## src/inc/scf_defs.vh

```
/*
 * constants of the slave command forwarder: command nibbles, link classes,
 * stop-cause bit positions of the completion status byte.
 * assumes it is included once per compile unit by its bare name.
 */
`ifndef SCF_DEFS_VH
`define SCF_DEFS_VH

`define SCF_NIB_START    4'h0
`define SCF_NIB_OUTPUT   4'h1
`define SCF_NIB_INPUT    4'h2

`define SCF_CLS_START    2'h0
`define SCF_CLS_OUTPUT   2'h1
`define SCF_CLS_INPUT    2'h2

`define SCF_ST_ALARM     7
`define SCF_ST_CW_LIM    6
`define SCF_ST_CCW_LIM   5
`define SCF_ST_CW_FAST   4
`define SCF_ST_CCW_FAST  3
`define SCF_ST_ORIGIN    2
`define SCF_ST_STOP_CMD  1
`define SCF_ST_NORMAL    0

`define SCF_ADDR_HI      4'h0
`define SCF_BYTE_ZERO    8'h00

`endif

```

## src/rtl/scf_top.v

```verilog
/*
 * slave command forwarder: host command/data writes are checked for a
 * slave start, output or input command and the bytes are passed through a
 * fifo to the slave link; slave answers are gathered into a reply buffer
 * that the host drains byte by byte.
 * assumes host and link ports are synchronous logic on i_clk.
 */
// What this block does
// - command nibble 0 selects start command
// - operation bytes never interpreted by block
// - start command begins polling unless its length byte is 0
// - output command starts no polling, run-end
// - synchronizing unit slaves use start commands
// - start reply: address byte, then ack
// - reply sets output flag, interrupt until read
// - run end while polling: address, status
// - status bits: alarm down to normal end
// - command nibble 2 selects input command
// - input reply: address then bytes, flag
`include "scf_defs.vh"

module scf_fifo #(
   parameter W  = 9,
   parameter D  = 16,
   parameter AW = 4
) (
   input  wire         i_clk,
   input  wire         i_rst_b,
   input  wire         i_in_valid,
   output wire         o_in_ready,
   input  wire [W-1:0] i_in_data,
   output wire         o_out_valid,
   input  wire         i_out_ready,
   output wire [W-1:0] o_out_data
);
   reg [W-1:0] mem [0:D-1];
   reg [AW:0]  wp_r;
   reg [AW:0]  rp_r;
   wire        empty = (wp_r == rp_r);
   wire        full  = (wp_r[AW-1:0] == rp_r[AW-1:0]) && (wp_r[AW] != rp_r[AW]);

   assign o_in_ready  = ~full;
   assign o_out_valid = ~empty;
   assign o_out_data  = mem[rp_r[AW-1:0]];

   always @(posedge i_clk) begin
      if (i_in_valid && !full) begin
         mem[wp_r[AW-1:0]] <= i_in_data;
      end
   end

   always @(posedge i_clk) begin
      if (!i_rst_b) begin
         wp_r <= {(AW+1){1'b0}};
         rp_r <= {(AW+1){1'b0}};
      end else begin
         if (i_in_valid && !full) begin
            wp_r <= wp_r + 1'b1;
         end
         if (i_out_ready && !empty) begin
            rp_r <= rp_r + 1'b1;
         end
      end
   end
endmodule // scf_fifo

module scf_top #(
   parameter FIFO_DEPTH = 16,
   parameter FIFO_AW    = 4,
   parameter RPL_DEPTH  = 16,
   parameter RPL_AW     = 4
) (
   input  wire       i_clk,
   input  wire       i_rst_b,
   input  wire       i_cmd_we,
   input  wire       i_data_we,
   input  wire [7:0] i_wdata,
   input  wire       i_data_re,
   output reg  [7:0] o_rdata,
   output wire       o_host_ready,
   output wire       o_reply_valid,
   output wire       o_output_full_flag,
   output wire       o_input_data_flag,
   output wire       o_run_end_interrupt,
   output wire       o_int_b,
   input  wire       i_completion_signal_select,
   input  wire       i_poll_stop,
   output wire       o_polling_active,
   output wire       o_link_valid,
   input  wire       i_link_ready,
   output wire [7:0] o_link_data,
   output wire       o_link_last,
   output wire [3:0] o_link_addr,
   output wire [1:0] o_link_class,
   input  wire       i_rx_valid,
   input  wire [7:0] i_rx_data,
   output wire       o_rx_ready,
   input  wire       i_done_valid,
   input  wire [3:0] i_done_addr,
   input  wire [7:0] i_done_status,
   output wire       o_done_ready,
   output wire       o_alarm_stop_flag,
   output wire       o_cw_limit_stop_flag,
   output wire       o_ccw_limit_stop_flag,
   output wire       o_cw_fast_limit_flag,
   output wire       o_ccw_fast_limit_flag,
   output wire       o_origin_stop_flag,
   output wire       o_stop_command_flag,
   output wire       o_normal_end_flag
);
   localparam [2:0] S_IDLE  = 3'd0;
   localparam [2:0] S_LEN   = 3'd1;
   localparam [2:0] S_BYTES = 3'd2;
   localparam [2:0] S_WAIT  = 3'd3;
   localparam [2:0] S_READ  = 3'd4;

   reg [2:0]        state_r;
   reg [1:0]        cls_r;
   reg [3:0]        addr_r;
   reg [7:0]        remain_r;
   reg [7:0]        expect_r;
   reg [RPL_AW:0]   wr_r;
   reg [RPL_AW:0]   rd_r;
   reg              poll_r;
   reg              ofull_r;
   reg              indata_r;
   reg              runend_r;
   reg [7:0]        status_r;
   reg [7:0]        rpl_mem [0:RPL_DEPTH-1];

   wire [3:0] cmd_nib = i_wdata[7:4];
   wire       fifo_in_ready;
   wire [8:0] fifo_out;
   wire       push     = (state_r == S_BYTES) && i_data_we && fifo_in_ready;
   wire       last_b   = (remain_r == 8'h01);
   wire       rx_take  = (state_r == S_WAIT) && i_rx_valid;
   wire       done_tk  = i_done_valid && o_done_ready;
   wire       rd_take  = (state_r == S_READ) && i_data_re;
   wire       rpl_room = (wr_r < RPL_DEPTH);

   // operation bytes are passed through blind; the host picks the class
   scf_fifo #(.W(9), .D(FIFO_DEPTH), .AW(FIFO_AW)) u_fifo (
      .i_clk       (i_clk),
      .i_rst_b     (i_rst_b),
      .i_in_valid  (push),
      .o_in_ready  (fifo_in_ready),
      .i_in_data   ({last_b, i_wdata}),
      .o_out_valid (o_link_valid),
      .i_out_ready (i_link_ready),
      .o_out_data  (fifo_out)
   );

   assign o_link_data  = fifo_out[7:0];
   assign o_link_last  = fifo_out[8];
   assign o_link_addr  = addr_r;
   assign o_link_class = cls_r;
   assign o_host_ready = (state_r == S_IDLE) || (state_r == S_LEN) ||
                         ((state_r == S_BYTES) && fifo_in_ready);
   assign o_rx_ready   = (state_r == S_WAIT);
   // run end waits for idle and yields to a host command write in the same
   // cycle, so neither a reply nor a command is lost
   assign o_done_ready = poll_r && (state_r == S_IDLE) && !i_cmd_we;
   assign o_reply_valid       = (state_r == S_READ);
   assign o_output_full_flag  = ofull_r;
   assign o_input_data_flag   = indata_r;
   assign o_run_end_interrupt = runend_r;
   assign o_int_b             = ~(ofull_r | indata_r | runend_r);
   assign o_polling_active    = poll_r;

   assign o_alarm_stop_flag     = status_r[`SCF_ST_ALARM];
   assign o_cw_limit_stop_flag  = status_r[`SCF_ST_CW_LIM];
   assign o_ccw_limit_stop_flag = status_r[`SCF_ST_CCW_LIM];
   assign o_cw_fast_limit_flag  = status_r[`SCF_ST_CW_FAST];
   assign o_ccw_fast_limit_flag = status_r[`SCF_ST_CCW_FAST];
   assign o_origin_stop_flag    = status_r[`SCF_ST_ORIGIN];
   assign o_stop_command_flag   = status_r[`SCF_ST_STOP_CMD];
   assign o_normal_end_flag     = status_r[`SCF_ST_NORMAL];

   // reply buffer: slot 0 always holds the address byte, upper nibble zero
   always @(posedge i_clk) begin
      if ((state_r == S_BYTES) && push && last_b) begin
         rpl_mem[0] <= {`SCF_ADDR_HI, addr_r};
      end else if (done_tk) begin
         rpl_mem[0] <= {`SCF_ADDR_HI, i_done_addr};
         rpl_mem[1] <= i_done_status;
      end else if (rx_take && rpl_room) begin
         rpl_mem[wr_r[RPL_AW-1:0]] <= i_rx_data;
      end
   end

   always @(posedge i_clk) begin
      if (!i_rst_b) begin
         state_r  <= S_IDLE;
         cls_r    <= `SCF_CLS_START;
         addr_r   <= 4'h0;
         remain_r <= 8'h00;
         expect_r <= 8'h00;
         wr_r     <= {(RPL_AW+1){1'b0}};
         rd_r     <= {(RPL_AW+1){1'b0}};
         poll_r   <= 1'b0;
         ofull_r  <= 1'b0;
         indata_r <= 1'b0;
         runend_r <= 1'b0;
         status_r <= `SCF_BYTE_ZERO;
         o_rdata  <= 8'h00;
      end else begin
         o_rdata <= rpl_mem[rd_r[RPL_AW-1:0]];
         if (i_poll_stop) begin
            poll_r <= 1'b0;
         end
         case (state_r)
            S_IDLE: begin
               if (done_tk) begin
                  status_r <= i_done_status;
                  wr_r     <= 5'd2;
                  rd_r     <= {(RPL_AW+1){1'b0}};
                  runend_r <= i_completion_signal_select;
                  state_r  <= S_READ;
               end else if (i_cmd_we) begin
                  addr_r <= i_wdata[3:0];
                  if (cmd_nib == `SCF_NIB_START) begin
                     cls_r   <= `SCF_CLS_START;
                     state_r <= S_LEN;
                  end else if (cmd_nib == `SCF_NIB_OUTPUT) begin
                     cls_r   <= `SCF_CLS_OUTPUT;
                     state_r <= S_LEN;
                  end else if (cmd_nib == `SCF_NIB_INPUT) begin
                     cls_r   <= `SCF_CLS_INPUT;
                     state_r <= S_LEN;
                  end
               end
            end
            S_LEN: begin
               if (i_data_we) begin
                  // input: length is the reply count; one command byte follows
                  if (cls_r == `SCF_CLS_INPUT) begin
                     expect_r <= i_wdata;
                     remain_r <= 8'h01;
                     state_r  <= S_BYTES;
                  end else begin
                     expect_r <= 8'h01;
                     remain_r <= i_wdata;
                     state_r  <= (i_wdata == 8'h00) ? S_IDLE : S_BYTES;
                  end
               end
            end
            S_BYTES: begin
               if (push) begin
                  remain_r <= remain_r - 8'h01;
                  if (last_b) begin
                     wr_r    <= 5'd1;
                     rd_r    <= {(RPL_AW+1){1'b0}};
                     state_r <= (expect_r == 8'h00) ? S_READ : S_WAIT;
                     indata_r <= (expect_r == 8'h00) && (cls_r == `SCF_CLS_INPUT);
                     if (cls_r == `SCF_CLS_START) begin
                        poll_r <= 1'b1;
                     end
                  end
               end
            end
            S_WAIT: begin
               if (rx_take) begin
                  // bytes beyond the buffer are counted but dropped
                  if (rpl_room) begin
                     wr_r <= wr_r + 1'b1;
                  end
                  expect_r <= expect_r - 8'h01;
                  if (expect_r == 8'h01) begin
                     state_r <= S_READ;
                     if (cls_r == `SCF_CLS_INPUT) begin
                        indata_r <= 1'b1;
                     end else begin
                        ofull_r <= 1'b1;
                     end
                  end
               end
            end
            S_READ: begin
               if (rd_take) begin
                  rd_r <= rd_r + 1'b1;
                  if (rd_r + 1'b1 >= wr_r) begin
                     ofull_r  <= 1'b0;
                     indata_r <= 1'b0;
                     runend_r <= 1'b0;
                     state_r  <= S_IDLE;
                  end
               end
            end
            default: begin
               state_r <= S_IDLE;
            end
         endcase
      end
   end
endmodule // scf_top

```

## config.mk

```make
export PLATFORM = sky130hd
export DESIGN_NAME = scf_top
export DESIGN_NICKNAME = d
export VERILOG_FILES = /design/src/rtl/scf_top.v
export VERILOG_INCLUDE_DIRS = /design/src /design/src/inc
export SDC_FILE = /design/constraint.sdc
export NUM_CORES = 1
export LEC_CHECK = 0
export BUFFER_PORTS_ARGS = -buffer_cell sky130_fd_sc_hd__buf_2
export CAP_MARGIN = 20
export CORE_UTILIZATION = 40
export CTS_CLUSTER_SIZE = 8
export DETAILED_ROUTE_END_ITERATION = 10
export PLACE_DENSITY_LB_ADDON = 0.05
export SYNTH_ARGS = -nofsm -noshare
export SYNTH_HDL_FRONTEND = slang
export SYNTH_SLANG_ARGS = --single-unit
```

## constraint.sdc

```tcl
create_clock -name i_clk -period 3.3 [get_ports i_clk]
set_clock_uncertainty 0.05 [all_clocks]
set_input_delay 0.165 -clock i_clk [delete_from_list [all_inputs] [get_ports i_clk]]
set_output_delay 0.165 -clock i_clk [all_outputs]
set_load 0.005 [all_outputs]
```

### Word level (Yosys, flattened, before mapping)

Memory sizes are Yosys's and may differ from the RTL's. A register that Yosys moved wholly into a read port is not among the register bits.
Cells that the tools add are included.

| cells by class | value |
|---|---|
| eq/ne operators | 25 |
| reduce and logical (&&, ||, !) cells | 46 |
| add/subtract/negate cells | 6 |
| multiplexer cells | 74 |
| magnitude comparators | 2 |
| bitwise operators | 7 |

Operator list:

| cell | number |
|---|---|
| two-way mux 8 bit | 8 |
| two-way mux 5 bit | 9 |
| two-way mux 3 bit | 13 |
| case mux 8 bit (2 select lines) | 2 |
| case mux 5 bit (3 select lines) | 2 |
| two-way mux 1 bit | 28 |
| adder 5 x 1 -> 5 bit (second input constant) | 4 |
| equality test 8 x 1 -> 1 bit (second input constant) | 2 |
| logical NOT 8 bit | 2 |
| subtractor 8 x 1 -> 8 bit (second input constant) | 2 |
| logical AND 1 bit | 15 |
| case mux 3 bit (5 select lines) | 1 |
| two-way mux 4 bit | 3 |
| inequality test 2 x 1 -> 1 bit (second input constant) | 6 |
| AND reduction 6 bit | 2 |
| nonzero test 3 bit | 4 |
| two-way mux 2 bit | 5 |
| inequality test 2 bit (second input constant) | 5 |
| AND reduction 3 bit | 3 |
| AND reduction 9 bit | 1 |
| AND reduction 4 bit | 2 |
| AND reduction 8 bit | 1 |
| nonzero test 2 bit | 4 |
| OR reduction 8 bit | 1 |
| other kinds (24) | 35 |

| storage, ports and cells | value |
|---|---|
| output and inout port bits | 41 |
| input port bits | 38 |
| memories kept | 2 |
| memory bits (writable) | 272 |
| flip-flop bits (word level) | 57 |
| logic and storage cells | 176 |

Memories:

| memory | words | width | read ports | clocked after memory_dff | write ports | RTL line | text |
|---|---|---|---|---|---|---|---|
| u_fifo.mem | 16 | 9 | 1 | 1 | 1 | scf_top.v:36 | `reg [W-1:0] mem [0:D-1];` |
| rpl_mem | 16 | 8 | 1 | 1 | 2 | scf_top.v:129 | `reg [7:0] rpl_mem [0:RPL_DEPTH-1];` |

### Depth between registers and ports, before layout

Gate-level depths: netlist (run 1).

| depth | value |
|---|---|
| depth after elaboration | 10 |
| depth in mapped cells | 9 |
| gate-level depth less buffers | 8 |

### Modules after synthesis

Synthesis (run 1) repeated with hierarchy kept, for this count alone.

| unflattened totals | value |
|---|---|
| cells, all modules | 922 |
| area total of the unflattened synthesis | 14587.7 um^2 |

Modules (own cells, without submodules):

| module | area each (um^2) | instances | seq. area each (um^2) | cells each |
|---|---|---|---|---|
| scf_top | 8147.8 | 1 | 4944.7 | 615 |
| scf_fifo | 6439.9 | 1 | 4604.4 | 307 |

### Worst setup path after synthesis (run 1)

No wires, ideal clock.

| path | value |
|---|---|
| path type | reg2reg |
| start | register remain_r[2] |
| end | memory rpl_mem[0][0] (enable) |
| setup slack | 0.581 ns |
| library setup time | 0.337 ns |
| stages on the path, launching flop included | 5 |
| path buffers | 0 |
| clock period less this slack | 2.719 ns |
| required time | 2.913 ns |
| data arrival time | 2.333 ns |
| cell sequence | dfxtp_1 > nor4_2 > nor4bb_1 > o211ai_1 > nand3_1 |

RTL lines:

| what | RTL line | text |
|---|---|---|
| from (decl) | scf_top.v:120 | `reg [7:0] remain_r;` |
| from (signal assigned) | scf_top.v:242 | `remain_r <= i_wdata;` |
| from (signal assigned) | scf_top.v:249 | `remain_r <= remain_r - 8'h01;` |
| to (decl) | scf_top.v:129 |  |

==> impl_metrics.json, run 1 <==
{
  "status": "finished clean",
  "hp-start": "i_wdata[1]",
  "die_w_microns": 191.3,
  "ys_top_cells_by_count": "272 x edfxtp_1, 85 x mux4_2, 69 x dfxtp_1, 45 x nor2_1, 42 x a21oi_1",
  "synth_cells": 886,
  "clockBufferDepth": 3,
  "synthesis.nets": 944,
  "ys_types": 70,
  "gp_congestion": 0.7603,
  "yosys_warnings": 0,
  "groute.usage.overall": 0.2007,
  "p_leak_nw": 5.776,
  "grt_overflow_total": 0,
  "die_area_sq_mm": 0.03661,
  "h-tree-depth": 2,
  "critical_path.endpoint_type": "primary output",
  "crit_fanout": 21,
  "grt_pass1_wl_microns": 53300,
  "hold_path.class": "input pin to flip-flop",
  "yosys.area.top_type_share": 0.5696,
  "cts_tree": "yes",
  "dpl.hpwl_microns": 22830,
  "drt-initial-drc-count": 549,
  "critPathRequiredTime_ps": 3080,
  "antenna_found_initial": 0,
  "viasPerCell": 5.401,
  "syn-cell-area_sq_mm": 0.01434,
  "power_density_mw_per_mm2": 598.3,
  "cts_buffers": 49,
  "ant_nets": 0,
  "arrival_ps": 2600,
  "clk_latency_ps": 570,
  "ys_seq_elements": 341,
  "setup_viol": 0,
  "ir_worst_vdd_mv": 0.4359,
  "cts_sinks": 341,
  "rr_worst_depth": 5,
  "cp-start-kind": "flip-flop",
  "coreArea_sq_mm": 0.03488,
  "ys_seq_area_frac": 0.6659,
  "wl_per_cell_microns": 23.55,
  "die-height_microns": 191.3,
  "ios": 79,
  "root_buffer": "clkbuf_16",
  "antenna_cells": 0,
  "ys.flop_type": "edfxtp_1",
  "synthTopCellsByArea": "edfxtp_1 57%, mux4_2 13%, dfxtp_1 9.6%, ha_1 1.7%, a21oi_1 1.5%",
  "synth.most_common_cell": "edfxtp_1",
  "finalMaxSlewViolations": 0,
  "fin_setup_tns_ps": 0,
  "rsz0062_at_grt": "no",
  "start_util": 0.4111,
  "num_vias": 8183,
  "port_buffers": 78,
  "max_freq_mhz": 355.2,
  "synth-edff-count": 272,
  "reg2reg_from": "state_r[0]",
  "drt_wl_total_microns": 35680,
  "first_pass_iters": 5,
  "ys_async_sr_fraction": 0,
  "finalHoldViolCount": 0,
  "worst_pin_slew_ps": 863.5,
  "final_net_count": 1080,
  "synthToLayoutAreaGrowth_pct": 18.76,
  "total_power_mw": 10.19,
  "hold_depth": 1,
  "grt_max_degree": 37,
  "finalCritPeriodShare": 0.8531,
  "slew_headroom": 0.4231,
  "drive_gt1_frac": 0.2623,
  "num_rows": 68,
  "maxCapViolations": 0,
  "syn_area_per_cell_sq_um": 16.19,
  "path_clk_slew_ps": 50,
  "min_period_ps": 2815,
  "first_global_vias": 8405,
  "cts_resized": 0,
  "yosys.area.top_type": "edfxtp_1",
  "critPathKind": "flip-flop to primary output",
  "drc": 0
}
## cell type report
cell class	count	area, sq um
Clock buffer	85	1381
Clock inverter	4	46.29
Fill cell	3065	17850
Inverter	20	76.32
Multi-Input combinational cell	477	4508
Sequential cell	341	9553
Tap cell	455	569.3
Timing Repair Buffer	133	895.9
## worst max-delay path, cell delays in order, from the launching register on
cell and delay [ps]:
dfxtp_2 710, buf_4 280, mux4_2 360, mux4_2 510, buf_2 150
## through the flow
stage | setup slack [ps] | cells | utilization | hold WS, ps | instance area (sq um)
floorplan | 580.6 | 886 | - | 213.9 | 14340
global placement | 700.3 | 1399 | 0.4392 | 386.2 | 15320
detailed placement | 714.9 | 1400 | 0.4393 | 386.0 | 15320
CTS | 403.9 | 1514 | 0.4874 | 11.17 | 17000
global route | 380.5 | 1515 | 0.4882 | 25.31 | 17030
finish | 484.8 | 1515 | 0.4882 | 42.30 | 17030
## final timing paths
path                      end  slack (ps)
max reg2reg     rpl_mem[1][2]         680
max            o_link_data[5]         480
min          u_fifo.mem[7][1]          40
min reg2reg       status_r[3]         400
## routing by layer
layer	track usage	vias up	share of wire	wire length [microns]
li1	-	3792	-	-
met4	0.06777	0	0.026	913
met5	0	-	0	0
met3	0.03323	66	0.034	1231
met1	0.2676	4157	0.45	15950
met2	0.3326	168	0.49	17590
## power breakdown
| part | internal (mW) | total (mW) | leakage, nW | switching, mW |
|---|---|---|---|---|
| sequential | 4.70 | 4.77 | 3.02 | 0.0696 |
| combinational | 0.312 | 0.763 | 2.08 | 0.452 |
| clock | 2.82 | 4.65 | 0.681 | 1.83 |
## cells by family after synthesis
| group | after synthesis | synth area share |
|---|---|---|
| AOI/OAI and AO/OA | 117 | 0.05427 |
| xor gates and xnor gates | 19 | 0.01160 |
| adders and majority gates | 20 | 0.01745 |
| buffers and inverters | 68 | 0.02103 |
| DFF | 341 | 0.6659 |
| muxes | 108 | 0.1503 |
| and+or+nand+nor | 213 | 0.07940 |
## sequential cells by signal, summed over array words and instances (netlist names), named ones only
name                 count
expect_r                 8
remain_r                 8
o_rdata                  8
u_fifo.mem             144
u_fifo.rp_r              5
state_r                  3
wr_r                     5
status_r                 8
o_run_end_interrupt      1
rpl_mem                128
o_link_class             2
u_fifo.wp_r              5
rd_r                     5
o_polling_active         1
o_input_data_flag        1
o_link_addr              4
o_output_full_flag       1
## repair_timing
item                                   CTS  global route
setup endpoints to repair                0             0
endpoints found under the hold margin  136             0
buffers inserted                         0             0
hold buffers                            25             0
## layout by cell type (no fill, tap or decap), drive strengths merged, types with 11 or more instances in the layout
master,n
dlygate4sd3,25
dfxtp,69
nand2,36
and2,26
nor2,45
edfxtp,272
clkbuf,85
nor4,11
inv,22
and3,21
buf,108
nand3,22
a21oi,42
mux2i,14
mux4,85
o21ai,22
ha,20
nor3,15
Note: power is estimated with default switching activity, not from simulation.
==> inputs of run 2 (changes only) <==
- ABC_AREA: default -> 1
- BUFFER_PORTS_ARGS: -buffer_cell sky130_fd_sc_hd__buf_2 -> default
- DONT_BUFFER_PORTS: default -> 1
==> run 2 against run 1 <==
  * Die area is 3.0% higher
  * Critical path depth is 1 higher
  * Wire length is 11% higher
  * Design area is 0.25% higher
  * Clock power is 2% lower
  * Clock-buffer cell count is 7 lower
  * Critical endpoint is now o_link_data[1]
  * Largest cell class unchanged
  * Largest power group unchanged
==> impl_metrics.json, run 2 <==
{
  "cts_tree": "yes",
  "largest_register_ffs": 144,
  "final_cells": 1885,
  "critical_path.endpoint_type": "primary output",
  "slew_headroom": 0.2726,
  "root_buffer": "clkbuf_16",
  "first_global_vias": 10070,
  "hold_buffers": 40,
  "h-tree-depth": 2,
  "num_rows": 70,
  "grt_max_degree": 67,
  "synthTopCellsByArea": "edfxtp_1 55%, dfxtp_1 9.4%, o21ai_0 5.0%, nor2_1 3.9%, nand2_1 3.7%",
  "max_freq_mhz": 381.3,
  "yosys.area.top_type": "edfxtp_1",
  "first_pass_iters": 4,
  "critPathKind": "flip-flop to primary output",
  "setup_viol": 0,
  "yosys.area.top_type_share": 0.5530,
  "critPathRequiredTime_ps": 3080,
  "die_w_microns": 194.2,
  "final_net_count": 1446,
  "start_util": 0.4054,
  "p_leak_nw": 5.967,
  "status": "finished clean",
  "arrival_ps": 2410,
  "ir_worst_vdd_mv": 0.6333,
  "ys_seq_elements": 341,
  "ys_seq_area_frac": 0.6465,
  "cts_resized": 0,
  "final_cell_mix": "272 x edfxtp_1, 152 x nor2_1, 147 x nand2_1, 147 x o21ai_0",
  "num_vias": 10170,
  "ant_nets": 0,
  "cts_buffers": 48,
  "synth-edff-count": 272,
  "finalHoldViolCount": 0,
  "antenna_found_initial": 1,
  "drt-initial-drc-count": 689,
  "grt_pass1_wl_microns": 60110,
  "cp-start-kind": "flip-flop",
  "cts_sinks": 341,
  "regArea_sq_mm": 0.009554,
  "final_common_cell": "edfxtp_1",
  "ys_top_cells_by_count": "272 x edfxtp_1, 152 x nor2_1, 147 x nand2_1, 147 x o21ai_0, 100 x inv_1",
  "ys_async_sr_fraction": 0,
  "synthToLayoutAreaGrowth_pct": 15.59,
  "drt_wl_total_microns": 39560,
  "post-cts-setup-buffers": 0,
  "viasPerCell": 5.394,
  "fin_setup_tns_ps": 0,
  "worst_pin_slew_ps": 1087,
  "dpl.cell_count": 1764,
  "min_period_ps": 2622,
  "hold_path.class": "input pin to flip-flop",
  "finalCritPeriodShare": 0.7947,
  "maxCapViolations": 0,
  "die-height_microns": 194.2,
  "gp_congestion": 0.8238,
  "drc": 0,
  "path_clk_slew_ps": 50,
  "syn-cell-area_sq_mm": 0.01477,
  "ios": 79,
  "clk_latency_ps": 550,
  "ys.flop_type": "edfxtp_1",
  "finalMaxSlewViolations": 0,
  "grt_overflow_total": 0,
  "ys_types": 44,
  "syn_area_per_cell_sq_um": 11.01,
  "groute.usage.overall": 0.2096,
  "multiInputGateArea_sq_mm": 0.004503,
  "synth.most_common_cell": "edfxtp_1",
  "dpl.hpwl_microns": 24880,
  "antenna_cells": 0,
  "crit_fanout": 55,
  "synthesis.nets": 1399,
  "yosys_warnings": 0,
  "fillers": 3401,
  "drive_gt1_frac": 0.08327,
  "rr_worst_depth": 7,
  "hold_depth": 6,
  "die_area_sq_mm": 0.03770,
  "synth_cells": 1341,
  "rsz0062_at_grt": "no",
  "power_density_mw_per_mm2": 800.5,
  "coreArea_sq_mm": 0.03643,
  "clockBufferDepth": 3,
  "wl_per_cell_microns": 20.99,
  "port_buffers": 0
}
==> run 2: cell families after synthesis <==
logic type | count (synthesis) | share of synthesized area
buffers and inverters | 177 | 0.04862
and+or+nand+nor | 399 | 0.1183
xor gates and xnor gates | 10 | 0.005930
muxes | 36 | 0.02440
DFF | 341 | 0.6465
AOI/OAI and AO/OA | 358 | 0.1393
adders and majority gates | 20 | 0.01694
==> run 2: area by class of cell <==
class	instances	area share
Sequential cell	341	0.5596
Multi-Input combinational cell	823	0.2638
Clock buffer	78	0.08003
Timing Repair Buffer	62	0.03664
Tap cell	468	0.03430
Inverter	112	0.02470
Clock inverter	1	0.0009527
==> run 2: power by group <==
part / switching (mW) / total [mW] / internal, mW
registers: 0.317 / 5.23 / 4.91
clock network: 1.77 / 4.55 / 2.78
logic: 2.60 / 3.89 / 1.29
==> run 2: per-layer routing <==
| metal | up-vias | GRT usage | share of wire |
|---|---|---|---|
| li1 | 4892 | - | - |
| met1 | 4970 | 0.2914 | 0.46 |
| met2 | 241 | 0.3368 | 0.47 |
| met3 | 62 | 0.03896 | 0.053 |
| met4 | 2 | 0.05556 | 0.020 |
| met5 | - | 0 | 0.00040 |
==> run 2: per-stage QoR <==
| stage | util | setup WS, ps | total power [mW] | hold WS [ps] | cell area, sq um |
|---|---|---|---|---|---|
| after floorplan | - | 1337 | 8.037 | 213.9 | 14770 |
| after global placement | 0.4183 | 855.2 | 9.105 | 214.9 | 15240 |
| after detailed placement | 0.4183 | 767.8 | 9.086 | 214.7 | 15240 |
| after CTS | 0.4678 | 606.5 | 13.81 | 3.776 | 17040 |
| after global routing | 0.4686 | 487.4 | 14.44 | 72.82 | 17070 |
| final | 0.4686 | 677.6 | 13.67 | 30.05 | 17070 |
==> run 2: critical path, cell delays in order (launching register included) <==
cell      delay [ps]
dfxtp_4          760
buf_12           340
mux2i_1          240
o21ai_0          130
o211ai_1         190
nand2_1          100
==> run 2: final timing paths <==
path                             startpoint          endpoint  slack, ps
worst max-delay path              flip-flop    o_link_data[1]        680
worst min register to register  status_r[7]       status_r[7]        430
worst min-delay path              i_data_we        state_r[2]         30
worst max register to register   state_r[2]  u_fifo.mem[4][3]        780
